### src/core/dtl_regs.svh
// Register offsets, field positions, reset values and timing figures for the DPLL/host-port config bank.
// Assumes a 12-bit byte address from the paged host port and 8-bit data.
`ifndef DTL_REGS_SVH
`define DTL_REGS_SVH
`define DTL_ADDR_W 12
`define DTL_DATA_W 8
`define DTL_OFS_SPLIT 12'h623
`define DTL_OFS_CLRSW 12'h624
`define DTL_OFS_THRESH 12'h625
`define DTL_OFS_LOCKDLY 12'h638
`define DTL_OFS_GUARD 12'h67e
`define DTL_RST_VAL 8'h00
`define DTL_BIT_EN 0
`define DTL_BIT_LOCKOUT 7
`define DTL_BIT_FAIL 0
`define DTL_THRESH_STEP_NS 10
`define DTL_CLK_PERIOD_NS 4
`define DTL_N_REGS 5
`define DTL_IDX_W 3
`define DTL_IDX_SPLIT 3'h0
`define DTL_IDX_CLRSW 3'h1
`define DTL_IDX_THRESH 3'h2
`define DTL_IDX_LOCKDLY 3'h3
`define DTL_IDX_GUARD 3'h4
`define DTL_PHASE_W 16
`endif

### src/core/dtl_pkg.sv
// Types shared by the config bank, its checks, its host model and its test bench.
// Assumes dtl_regs.svh is on the include path.
`include "dtl_regs.svh"
package dtl_pkg;
  // One host access request
  typedef struct packed {
    logic valid;
    logic write;
    logic [`DTL_ADDR_W-1:0] addr;
    logic [`DTL_DATA_W-1:0] wdata;
  } dtl_req_t;
  // One host access answer
  typedef struct packed {
    logic valid;
    logic fail;
    logic [`DTL_DATA_W-1:0] rdata;
  } dtl_rsp_t;
  // DPLL loop events seen by the bank
  typedef struct packed {
    logic ref_switch;
    logic mode_to_ref;
    logic tie_clear_bit;
    logic tie_write_active;
    logic [`DTL_PHASE_W-1:0] align_err_ns;
  } dtl_dpll_t;
  // Access decoder states
  typedef enum logic [1:0] {ST_IDLE, ST_ANSWER} dtl_state_t;
endpackage

### src/core/dtl_regmem.sv
// Small register store with registered read data.
// Assumes writes and reads are pre-decoded to a valid index by the bank.
`timescale 1ns/1ns
`include "dtl_regs.svh"
module dtl_regmem (
  input wire logic clk_sys_in,
  input wire logic sys_rst_in,
  input wire logic we_in,
  input wire logic [`DTL_IDX_W-1:0] widx_in,
  input wire logic [`DTL_DATA_W-1:0] wdata_in,
  input wire logic [`DTL_IDX_W-1:0] ridx_in,
  output logic [`DTL_DATA_W-1:0] rdata_out,
  output logic [`DTL_N_REGS*`DTL_DATA_W-1:0] all_out
);
  logic [`DTL_DATA_W-1:0] mem_q [`DTL_N_REGS]; // Register words
  genvar gi;
  // One word per register, all reset to zero
  generate
    for (gi = 0; gi < `DTL_N_REGS; gi++) begin : g_word
      always_ff @(posedge clk_sys_in) begin
        if (sys_rst_in) begin
          mem_q[gi] <= `DTL_RST_VAL;
        end else if (we_in && (widx_in == `DTL_IDX_W'(gi))) begin
          mem_q[gi] <= wdata_in;
        end
      end
      assign all_out[gi*`DTL_DATA_W +: `DTL_DATA_W] = mem_q[gi];
    end
  endgenerate
  // Registered read port
  always_ff @(posedge clk_sys_in) begin
    if (sys_rst_in) begin
      rdata_out <= `DTL_RST_VAL;
    end else begin
      rdata_out <= (ridx_in < `DTL_N_REGS) ? mem_q[ridx_in] : `DTL_RST_VAL;
    end
  end
endmodule // dtl_regmem

### src/core/dtl_bank.sv
// DPLL TIE, lock-delay and host-port guard configuration bank.
// Assumes the host port deserialiser delivers whole byte accesses as one-cycle requests in clk_sys_in.
// Assumes the DPLL event inputs are one-cycle pulses and its levels are already in this clock domain.
`timescale 1ns/1ns
`include "dtl_regs.svh"
module dtl_bank (
  input wire logic clk_sys_in,
  input wire logic sys_rst_in,
  input wire dtl_pkg::dtl_req_t req_in,
  output dtl_pkg::dtl_rsp_t rsp_out,
  input wire dtl_pkg::dtl_dpll_t dpll_in,
  output logic split_crystal_oscillator_out,
  output logic tie_discard_out,
  output logic tie_write_done_out,
  output logic [`DTL_PHASE_W-1:0] tie_thresh_ns_out,
  output logic [2*`DTL_DATA_W-1:0] lock_delay_out
);
  import dtl_pkg::*;
  // The bank answers every host access one cycle after taking it. Writes
  // land in the store at the taking edge; reads come back from a registered
  // port, so the answer and its data line up without extra staging.

  // Map an address to its register index, or flag it unmapped
  function automatic logic [`DTL_IDX_W:0] addr_to_idx(input logic [`DTL_ADDR_W-1:0] a);
    logic [`DTL_IDX_W:0] r;
    r = {1'b1, `DTL_IDX_SPLIT};
    unique case (a)
      `DTL_OFS_SPLIT: r = {1'b0, `DTL_IDX_SPLIT};
      `DTL_OFS_CLRSW: r = {1'b0, `DTL_IDX_CLRSW};
      `DTL_OFS_THRESH: r = {1'b0, `DTL_IDX_THRESH};
      `DTL_OFS_LOCKDLY: r = {1'b0, `DTL_IDX_LOCKDLY};
      `DTL_OFS_GUARD: r = {1'b0, `DTL_IDX_GUARD};
      default: r = {1'b1, `DTL_IDX_SPLIT};
    endcase
    return r;
  endfunction

  dtl_state_t state_q; // Answer pending
  dtl_state_t state_d;
  logic fail_q; // Last access failed
  logic fail_d;
  logic done_q; // Sticky TIE write done
  logic done_d;
  logic discard_q; // One-cycle TIE discard pulse
  logic discard_d;
  logic [`DTL_N_REGS*`DTL_DATA_W-1:0] regs_w; // All stored words
  logic [`DTL_DATA_W-1:0] mem_rdata_w; // Registered read of store
  logic [`DTL_DATA_W-1:0] lockdly_q; // Copy for squaring
  logic [2*`DTL_DATA_W-1:0] lock_sq_q; // Squared lock delay

  // Decode of the current request
  wire [`DTL_IDX_W:0] dec_w = addr_to_idx(req_in.addr);
  wire unmapped_w = dec_w[`DTL_IDX_W];
  wire [`DTL_IDX_W-1:0] idx_w = dec_w[`DTL_IDX_W-1:0];
  wire is_guard_w = (idx_w == `DTL_IDX_GUARD) && !unmapped_w;
  // Register fields
  wire [`DTL_DATA_W-1:0] split_w = regs_w[`DTL_IDX_SPLIT*`DTL_DATA_W +: `DTL_DATA_W];
  wire [`DTL_DATA_W-1:0] clrsw_w = regs_w[`DTL_IDX_CLRSW*`DTL_DATA_W +: `DTL_DATA_W];
  wire [`DTL_DATA_W-1:0] thresh_w = regs_w[`DTL_IDX_THRESH*`DTL_DATA_W +: `DTL_DATA_W];
  wire [`DTL_DATA_W-1:0] guard_w = regs_w[`DTL_IDX_GUARD*`DTL_DATA_W +: `DTL_DATA_W];
  wire lockout_w = guard_w[`DTL_BIT_LOCKOUT];
  // Lockout refuses writes to anything but the guard itself
  // The guard stays open so that the host can always unlock again
  wire blocked_w = lockout_w && !is_guard_w;
  wire bad_w = unmapped_w || (req_in.write && blocked_w);
  wire we_w = req_in.valid && req_in.write && !bad_w;
  // Only the lockout bit of the guard is writable; status is hardware owned
  wire [`DTL_DATA_W-1:0] wval_w = is_guard_w ?
    (req_in.wdata & (`DTL_DATA_W'(1) << `DTL_BIT_LOCKOUT)) : req_in.wdata;
  // Clear-on-switch is armed only with both enables set
  // The bank's own enable and the loop's clear bit are both needed
  wire clr_armed_w = clrsw_w[`DTL_BIT_EN] && dpll_in.tie_clear_bit;
  wire clr_event_w = clr_armed_w && (dpll_in.ref_switch || dpll_in.mode_to_ref);
  // Threshold in ns: code times step, zero means disabled
  wire [`DTL_PHASE_W-1:0] thresh_ns_w =
    `DTL_PHASE_W'(thresh_w) * `DTL_PHASE_W'(`DTL_THRESH_STEP_NS);
  wire thresh_on_w = (thresh_w != `DTL_RST_VAL);
  wire within_w = dpll_in.tie_write_active && (dpll_in.align_err_ns <= thresh_ns_w);
  wire guard_rd_w = req_in.valid && !req_in.write && is_guard_w;
  // Read or write aimed at a hole in the map
  wire bad_rd_w = req_in.valid && unmapped_w;
  // Lock-delay word as stored
  wire [`DTL_DATA_W-1:0] lockdly_w = regs_w[`DTL_IDX_LOCKDLY*`DTL_DATA_W +: `DTL_DATA_W];

  // Register store
  // One write port and one read port share the decoded index
  dtl_regmem u_mem (
    .clk_sys_in(clk_sys_in),
    .sys_rst_in(sys_rst_in),
    .we_in(we_w),
    .widx_in(idx_w),
    .wdata_in(wval_w),
    .ridx_in(idx_w),
    .rdata_out(mem_rdata_w),
    .all_out(regs_w)
  );

  // Next-state and flag logic
  always_comb begin
    // Hold by default; the discard pulse lasts one cycle
    state_d = state_q;
    fail_d = fail_q;
    done_d = done_q;
    discard_d = clr_event_w;
    // Answer follows every request by one cycle
    unique case (state_q)
      ST_IDLE: begin
        // Request taken, answer next cycle
        if (req_in.valid) begin
          state_d = ST_ANSWER;
        end
      end
      ST_ANSWER: begin
        // Back-to-back requests keep the answer up
        state_d = req_in.valid ? ST_ANSWER : ST_IDLE;
      end
    endcase
    // Each access records its own outcome
    if (req_in.valid) begin
      fail_d = bad_w;
    end
    // A fresh threshold restarts the completion watch
    if (we_w && idx_w == `DTL_IDX_THRESH) begin
      done_d = 1'b0;
    end
    // A discard throws the pending completion away too
    if (clr_event_w) begin
      done_d = 1'b0;
    end
    // Completion is tested last so it wins over both clears
    if (thresh_on_w && within_w) begin
      done_d = 1'b1;
    end
  end

  // State registers
  always_ff @(posedge clk_sys_in) begin
    if (sys_rst_in) begin
      state_q <= ST_IDLE;
      fail_q <= 1'b0;
      done_q <= 1'b0;
      discard_q <= 1'b0;
    end else begin
      state_q <= state_d;
      fail_q <= fail_d;
      done_q <= done_d;
      discard_q <= discard_d;
    end
  end

  // Lock delay squared, registered in two steps
  // The copy stage keeps the multiplier away from the store's write path,
  // so the square follows a write to the lock-delay word by two cycles.
  always_ff @(posedge clk_sys_in) begin
    if (sys_rst_in) begin
      // Delay word and square start at zero
      lockdly_q <= `DTL_RST_VAL;
      lock_sq_q <= '0;
    end else begin
      // Copy first, square the copy next
      lockdly_q <= lockdly_w;
      lock_sq_q <= (2*`DTL_DATA_W)'(lockdly_q) * (2*`DTL_DATA_W)'(lockdly_q);
    end
  end

  // Guard read bookkeeping
  // A status read reports the access that came before it. The read itself
  // always succeeds, so showing its own outcome would hide every failure.
  logic guard_rd_q; // Last read hit guard
  logic bad_rd_q; // Last access hit a hole
  logic stat_q; // Outcome shown in the status field
  always_ff @(posedge clk_sys_in) begin
    if (sys_rst_in) begin
      // Nothing read yet, no failure to show
      guard_rd_q <= 1'b0;
      bad_rd_q <= 1'b0;
      stat_q <= 1'b0;
    end else begin
      // Steer the next answer's read data
      guard_rd_q <= guard_rd_w;
      bad_rd_q <= bad_rd_w;
      // Freeze the previous outcome as the status read is taken
      if (guard_rd_w) begin
        stat_q <= fail_q;
      end
    end
  end

  // Status byte: lockout on top, failure flag at the bottom, zeros between
  wire [`DTL_DATA_W-1:0] status_w = {lockout_w, 6'h00, stat_q};

  // Answer one cycle after each request
  assign rsp_out.valid = (state_q == ST_ANSWER);
  // Outcome of the request just answered
  assign rsp_out.fail = fail_q;
  // Holes read as zero, the guard shows status, the rest come from the store
  assign rsp_out.rdata = bad_rd_q ? `DTL_RST_VAL : (guard_rd_q ? status_w : mem_rdata_w);

  // Split-crystal mode follows its enable bit and is off after reset
  assign split_crystal_oscillator_out = split_w[`DTL_BIT_EN];
  // One-cycle discard toward the TIE accumulator
  assign tie_discard_out = discard_q;
  // Sticky completion toward the write status
  assign tie_write_done_out = done_q;
  // Threshold in nanoseconds, zero when the watch is off
  assign tie_thresh_ns_out = thresh_ns_w;
  // Square of the lock-delay word
  assign lock_delay_out = lock_sq_q;
endmodule // dtl_bank

### config.mk
export PLATFORM = sky130hd
export DESIGN_NAME = dtl_bank
export DESIGN_NICKNAME = d
export VERILOG_FILES = /design/src/core/dtl_pkg.sv /design/src/core/dtl_regmem.sv /design/src/core/dtl_bank.sv
export VERILOG_INCLUDE_DIRS = /design/src /design/src/core
export SDC_FILE = /design/constraint.sdc
export NUM_CORES = 1
export LEC_CHECK = 0
export BUFFER_PORTS_ARGS = -buffer_cell sky130_fd_sc_hd__buf_2
export CORE_MARGIN = 2
export CORE_UTILIZATION = 48
export CTS_CLUSTER_SIZE = 14
export DETAILED_ROUTE_END_ITERATION = 8
export HOLD_SLACK_MARGIN = 0.05
export MAX_ROUTING_LAYER = met4
export PLACE_DENSITY = 0.69
export SLEW_MARGIN = 20
export SYNTH_ARGS = -nofsm -noshare
export SYNTH_HDL_FRONTEND = slang
export SYNTH_SLANG_ARGS = --single-unit
### constraint.sdc
create_clock -name clk_sys_in -period 4.7 [get_ports clk_sys_in]
set_input_delay 0.94 -clock clk_sys_in [delete_from_list [all_inputs] [get_ports clk_sys_in]]
set_output_delay 0.94 -clock clk_sys_in [all_outputs]
set_load 0.02 [all_outputs]
-- Word level (Yosys, flattened, before mapping)
Memory sizes are Yosys's and may differ from the RTL's. A register that Yosys moved wholly into a read port is not among the register bits.
Index checks and enable logic that the tools add are counted.
- $add $sub $neg: 0
- multiply operators: 2
- div/mod/pow operators: 0
- order comparisons: 2
- eq/ne operators: 11
- shift operators: 0
- multiplexer cells: 32
- bitwise logic cells: 6
- reduce and logical (&&, ||, !) cells: 28
- operator list (cell ; number):
    == test 12 x 11 -> 1 bit (second input constant) ; 5
    2-to-1 mux 8 bit ; 7
    2-to-1 mux 1 bit ; 21
    one-hot mux 4 bit (5 select lines) ; 1
    logical AND 1 bit ; 17
    less-or-equal comparator 16 x 12 -> 1 bit ; 1
    multiplier 8 x 8 -> 16 bit ; 1
    multiplier 8 x 3 -> 11 bit (second input constant) ; 1
    nonzero test 8 bit ; 1
    2-to-1 mux 7 bit ; 1
    == test 3 x 2 -> 1 bit (second input constant) ; 2
    bitwise OR 1 bit ; 5
    zero test 1 bit ; 4
    one-hot mux 2 bit (2 select lines) ; 1
    == test 3 x 1 -> 1 bit (second input constant) ; 1
    == test 3 bit (second input constant) ; 1
    zero test 3 bit ; 1
    less-than comparator 3 bit (second input constant) ; 1
    nonzero test 3 bit ; 1
    == test 2 x 1 -> 1 bit (second input constant) ; 1
    zero test 2 bit ; 1
    logical OR 1 bit ; 2
    2-to-1 mux 2 bit ; 1
    != test 2 bit (second input constant) ; 1
    other kinds (2) ; 2
- register bits after elaboration: 24
- latch bits: 0
- RAM bits: 40
- memory bits (read-only): 0
- logic and storage cells: 90
- memories kept: 1
- memory list (name ; depth ; bits a word ; read ports ; clocked after Yosys merged registers in ; write ports ; RTL line ; source):
    u_mem.mem_q ; 5 ; 8 ; 6 ; 2 ; 5 ; dtl_regmem.sv:15 ; logic [`DTL_DATA_W-1:0] mem_q [`DTL_N_REGS];

-- Depth between registers and ports, before layout
- word-level depth: 15
- depth in mapped cells: 16

-- Modules after synthesis
Synthesis repeated with hierarchy kept, for this count alone.
- cell total of the unflattened synthesis: 542
- area, all modules: 5535.3 µm²
- modules (own cells, without submodules) (module ; instances ; cells each ; area an instance (µm²) ; seq. area each (µm²)):
    dtl_bank ; 1 ; 398 ; 3443.3 ; 600.6
    dtl_regmem ; 1 ; 144 ; 2092.0 ; 1361.3

-- Worst setup path before layout
No wires, ideal clock.
- path type: reg2reg
- start point: register lockdly_q[5] (read register of u_mem.mem_q)
- end point: register lock_sq_q[15], in the netlist lock_delay_out[15]
- setup time: 0.121 ns
- data arrival time: 4.200 ns
- setup slack: 0.379 ns
- stages on the path, launching flop included: 15
- path buffers: 0
- path through: dfxtp_1 > inv_1 > nor2_1 > fa_1 > fa_1 > inv_1 > fa_1 > fa_1 > inv_1 > ha_1 > or2_2 > o21ba_2 > o21ai_1 > o31ai_1 > mux2_2
- word-level cells in the longest chain between the ends: 1
- ends and longest elaborated chain (item ; RTL line ; source):
    start, declared ; dtl_bank.sv:48 ; logic [`DTL_DATA_W-1:0] lockdly_q;
    multiplier 8 x 8 -> 16 bit ; dtl_bank.sv:162 ; lock_sq_q <= (2*`DTL_DATA_W)'(lockdly_q) * (2*`DTL_DATA_W)'(lockdly_q);
    end signal, assigned ; dtl_bank.sv:162 ;
    end, declared ; dtl_bank.sv:49 ; logic [2*`DTL_DATA_W-1:0] lock_sq_q;
No other way between the ends.
A chain may end at the register's enable or synchronous reset.

-- Worst setup path in the final report
- start point: register lockdly_q[3] (read register of u_mem.mem_q)
- end point: register lock_sq_q[15], in the netlist lock_delay_out[15]
The elaborated chain is that of the path after synthesis.

==> flow_summary.html <==
<table>
<tr><th>Metric</th><th>Value</th></tr>
<tr><th colspan="2">Clock network</th></tr>
<tr><td>Cell at the root of the clock tree</td><td>sky130_fd_sc_hd__clkbuf_16</td></tr>
<tr><td>Num Clock Sinks</td><td>78</td></tr>
<tr><td>Clock buffers created by TritonCTS</td><td>9</td></tr>
<tr><td>Post-cts repair resize count</td><td>0</td></tr>
<tr><td>Number of hold-repair buffers added at the cts stage</td><td>0</td></tr>
<tr><td>Clock network latency to the later pin of the worst-skew pair</td><td>340 ps</td></tr>
<tr><td>Post-CTS Setup Repair Bufs</td><td>0</td></tr>
<tr><td>Clock Path Buffers</td><td>2</td></tr>
<tr><td>Number of levels the H-tree was split into</td><td>3</td></tr>
<tr><td>Reg clk slew, reported paths</td><td>60 ps</td></tr>
<tr><td>TritonCTS clock tree</td><td>yes</td></tr>
<tr><th colspan="2">Final layout</th></tr>
<tr><td>Final cell count without fillers</td><td>776</td></tr>
<tr><td>Synth-to-Final Area Change</td><td>14.3%</td></tr>
<tr><td>Share of layout cells above drive strength 1</td><td>0.210</td></tr>
<tr><td># diodes</td><td>0</td></tr>
<tr><td>Number of nets in the final layout</td><td>751</td></tr>
<tr><td>Combined area of the multi-input logic cells</td><td>3260 µm²</td></tr>
<tr><td>Filler instances</td><td>1,013</td></tr>
<tr><td>Total non-filler cell area in the finished layout</td><td>6320 µm²</td></tr>
<tr><td>Area of all sequential standard cells</td><td>1960 µm²</td></tr>
<tr><td>Final design utilization</td><td>0.558</td></tr>
<tr><th colspan="2">Floorplanning</th></tr>
<tr><td>Cell row count</td><td>39</td></tr>
<tr><td>Die area</td><td>12,400 µm²</td></tr>
<tr><td>Floorplan die height</td><td>111 µm</td></tr>
<tr><td>I/O pin total</td><td>89</td></tr>
<tr><td>Horizontal extent of the die</td><td>111 µm</td></tr>
<tr><td>Core Box Area</td><td>11,300 µm²</td></tr>
<tr><td>Starting density of the core</td><td>0.489</td></tr>
<tr><th colspan="2">STA</th></tr>
<tr><td>Final number of max-transition violations</td><td>0</td></tr>
<tr><td>Number of setup violations in the final report</td><td>0</td></tr>
<tr><td>Fin crit period</td><td>4470 ps</td></tr>
<tr><td>Timing-limited maximum frequency</td><td>224 MHz</td></tr>
<tr><td>Count of final hold-check violations</td><td>0</td></tr>
<tr><td>Final worst path period share</td><td>0.952</td></tr>
<tr><td>Worst slew margin relative to its limit</td><td>0.571</td></tr>
<tr><td>Slew of the pin with the lowest slew margin</td><td>643 ps</td></tr>
<tr><td>Clk_skew</td><td>6.05 ps</td></tr>
<tr><td>Final setup TNS</td><td>0 ps</td></tr>
<tr><td>Unrepaired setup endpoints after global routing</td><td>no</td></tr>
<tr><th colspan="2">Synth</th></tr>
<tr><td>Count of flip-flops with a built-in enable after synthesis</td><td>40</td></tr>
<tr><td>Top post-synthesis cells by count</td><td>59 x sky130_fd_sc_hd__and2_1, 57 x sky130_fd_sc_hd__inv_1, 53 x sky130_fd_sc_hd__ha_1</td></tr>
<tr><td>Mean post-synth cell area</td><td>10.2 µm²</td></tr>
<tr><td>Sequential-to-total area share from yosys stat</td><td>0.355</td></tr>
<tr><td>Cell area after synthesis</td><td>5530 µm²</td></tr>
<tr><td>Synthesis Warnings</td><td>0</td></tr>
<tr><td>Async S/R FF share, synth</td><td>0</td></tr>
<tr><td>Gate Count Post-Synth</td><td>541</td></tr>
<tr><td>Area contributors post-synth</td><td>sky130_fd_sc_hd__edfxtp_1 22%, sky130_fd_sc_hd__dfxtp_1 14%, sky130_fd_sc_hd__ha_1 12%</td></tr>
<tr><td>Number of distinct library cells after synthesis</td><td>65</td></tr>
<tr><td>Number of storage elements in the synthesis netlist</td><td>78</td></tr>
<tr><td>Proportion of netlist area held by the largest area contributor</td><td>0.217</td></tr>
<tr><td>Leading register cell type out of synthesis</td><td>sky130_fd_sc_hd__edfxtp_1</td></tr>
<tr><td>Count leader, synth</td><td>sky130_fd_sc_hd__and2_1</td></tr>
<tr><td>Top cell type by total area after synthesis</td><td>sky130_fd_sc_hd__edfxtp_1</td></tr>
<tr><th colspan="2">Setup path</th></tr>
<tr><td>Crit end category</td><td>register</td></tr>
<tr><td>Worst Path Max Fanout</td><td>8</td></tr>
<tr><td>Critical path arrival</td><td>4700 ps</td></tr>
<tr><td>Worst setup path class</td><td>reg2reg</td></tr>
<tr><td>Most frequent CP cell</td><td>sky130_fd_sc_hd__fa_1</td></tr>
<tr><td>Startpoint type of the worst setup path</td><td>register</td></tr>
<tr><td>Worst-path cell chain</td><td>inv_1 &gt; nor2_2 &gt; fa_1 &gt; fa_1 &gt; inv_1 &gt; fa_1 &gt; fa_1 &gt; inv_1 &gt; ha_1 &gt; or2_2 &gt; o21ba_2 &gt; o21ai_1 &gt; o31ai_2 &gt; mux2_2</td></tr>
<tr><td>Crit path max-delay cell type</td><td>sky130_fd_sc_hd__fa_1</td></tr>
<tr><td>R2R cell count</td><td>14</td></tr>
<tr><td>Delay of the slowest cell on the worst path</td><td>540 ps</td></tr>
<tr><td>Worst Path Required</td><td>4930 ps</td></tr>
<tr><th colspan="2">Routing</th></tr>
<tr><td>Post-detailed-route wirelength per cell</td><td>15.2 µm</td></tr>
<tr><td>Count of nets left with antenna violations after detail routing</td><td>0</td></tr>
<tr><td>Iter 0 DRT Violations</td><td>207</td></tr>
<tr><td>Routed Wire Length</td><td>11,800 µm</td></tr>
<tr><td>Post-route DRC</td><td>0</td></tr>
<tr><td>Via-per-instance ratio</td><td>5.35</td></tr>
<tr><td>First-pass detailed-route iteration total</td><td>4</td></tr>
<tr><td>Total via count after detailed routing</td><td>4,154</td></tr>
<tr><th colspan="2">Pwr</th></tr>
<tr><td>Standby leakage power</td><td>3.00 nW</td></tr>
<tr><td>IR drop worst, VDD</td><td>267 µV</td></tr>
<tr><td>Cell Pwr Density</td><td>246 nW/µm²</td></tr>
<tr><td>Design Power</td><td>1.55 mW</td></tr>
<tr><th colspan="2">Global route</th></tr>
<tr><td>Global-route wire length before repair</td><td>19,700 µm</td></tr>
<tr><td>Overall Global Routing Usage</td><td>0.204</td></tr>
<tr><td>Grt total ovfl</td><td>0</td></tr>
<tr><td>Vias in the first global route</td><td>4,272</td></tr>
<tr><td>Largest net degree at the start of global routing</td><td>39</td></tr>
<tr><td>Number of antenna violations at the first check in global routing</td><td>0</td></tr>
<tr><th colspan="2">Hold path</th></tr>
<tr><td>Worst hold-check path type</td><td>reg2reg</td></tr>
<tr><td>Hold depth</td><td>2</td></tr>
<tr><th colspan="2">Placed design</th></tr>
<tr><td>Routability Congestion</td><td>0.853</td></tr>
<tr><td>Port Buf Inserts</td><td>82</td></tr>
<tr><td>Placed Cells</td><td>760</td></tr>
<tr><td>Total cell area at the placement stage</td><td>6040 µm²</td></tr>
<tr><td>Sum of net half-perimeters after detailed placement</td><td>9300 µm</td></tr>
<tr><th colspan="2">Job</th></tr>
<tr><td>Maximum capacitance violations</td><td>0</td></tr>
<tr><th colspan="2">Run status</th></tr>
<tr><td>Outcome</td><td>completed</td></tr>
</table>
## layer usage
| layer | share of wire | GRT usage | vias up |
|---|---|---|---|
| met5 | 0 | - | - |
| met1 | 0.42 | 0.228 | 1990 |
| met2 | 0.52 | 0.363 | 95 |
| met3 | 0.037 | 0.0376 | 19 |
| met4 | 0.024 | 0.0774 | 0 |
| li1 | - | - | 2050 |
## placed cells by master (no fill, tap or decap), drive strengths merged, types with 12 or more instances in the layout
| cell | netlist | final |
|---|---|---|
| nor2 | 30 | 30 |
| nand2 | 15 | 15 |
| fa | 26 | 26 |
| nor2b | 16 | 16 |
| xnor2 | 13 | 13 |
| inv | 57 | 57 |
| conb | 1 | 13 |
| buf | 13 | 85 |
| clkbuf | 8 | 12 |
| dfxtp | 38 | 38 |
| edfxtp | 40 | 40 |
| a21oi | 21 | 21 |
| nand3 | 16 | 16 |
| and2 | 59 | 59 |
| o21ai | 15 | 15 |
| ha | 53 | 53 |
## sequential cells by signal, summed over array words and instances (netlist names)
signal,count
fail_q,1
tie_discard_out,1
u_mem.mem_q,40
state_q,1
lock_delay_out,15
tie_write_done_out,1
lockdly_q,8
u_mem.rdata_out,8
stat_q,1
guard_rd_q,1
bad_rd_q,1
## power breakdown
part | switching, mW | internal [mW]
Sequential | 0.0139 | 0.736
Clock | 0.266 | 0.370
Combinational | 0.103 | 0.0654
## cells by family (layout without fill, tap and decap cells)
group	after synthesis	count (layout)	synth area share
fa+ha+maj	79	79	0.214
compound gates	98	98	0.126
simple gates	185	185	0.202
mux	6	6	0.0113
flops	78	78	0.355
buf+inv	78	158	0.0661
xor+xnor	16	16	0.0253
other cells	1	13	0.000678
## through the flow
stage	worst slack, ps	hold slack (ps)
6_report	227	489
5_1_grt	18.2	517
4_1_cts	44.9	494
3_3_place_gp	237	484
3_5_place_dp	16.5	486
2_1_floorplan	379	457
## path summary, 6_finish.rpt
kind,from,to,slack [ps]
max,lockdly_q[3]$_SDFF_PP0_,lock_delay_out[15]$_SDFF_PP0_,230
min,tie_write_done_out$_SDFFE_PP0P_,tie_write_done_out$_SDFFE_PP0P_,490
max reg2reg,lockdly_q[3]$_SDFF_PP0_,lock_delay_out[15]$_SDFF_PP0_,230
min reg2reg,tie_write_done_out$_SDFFE_PP0P_,tie_write_done_out$_SDFFE_PP0P_,490
## layout make-up
cell class / instances / share of cell area
timing repair buffer: 85 / 0.0685
clock buffer: 12 / 0.0390
inverter: 57 / 0.0338
clock inverter: 4 / 0.00396
tap: 143 / 0.0283
sequential: 78 / 0.311
multi-input combinational: 397 / 0.516
## worst max-delay path, delay by kind of cell (launching register included)
kind	cells	cell delay, ps
flip-flops	1	420
adder cells (fa/ha/maj)	5	2270
multiplexers	1	360
AO/OA/AOI/OAI	3	620
buffers and inverters	3	200
AND/OR/NAND/NOR	2	490
No activity file was read; power rests on OpenSTA's default activity.
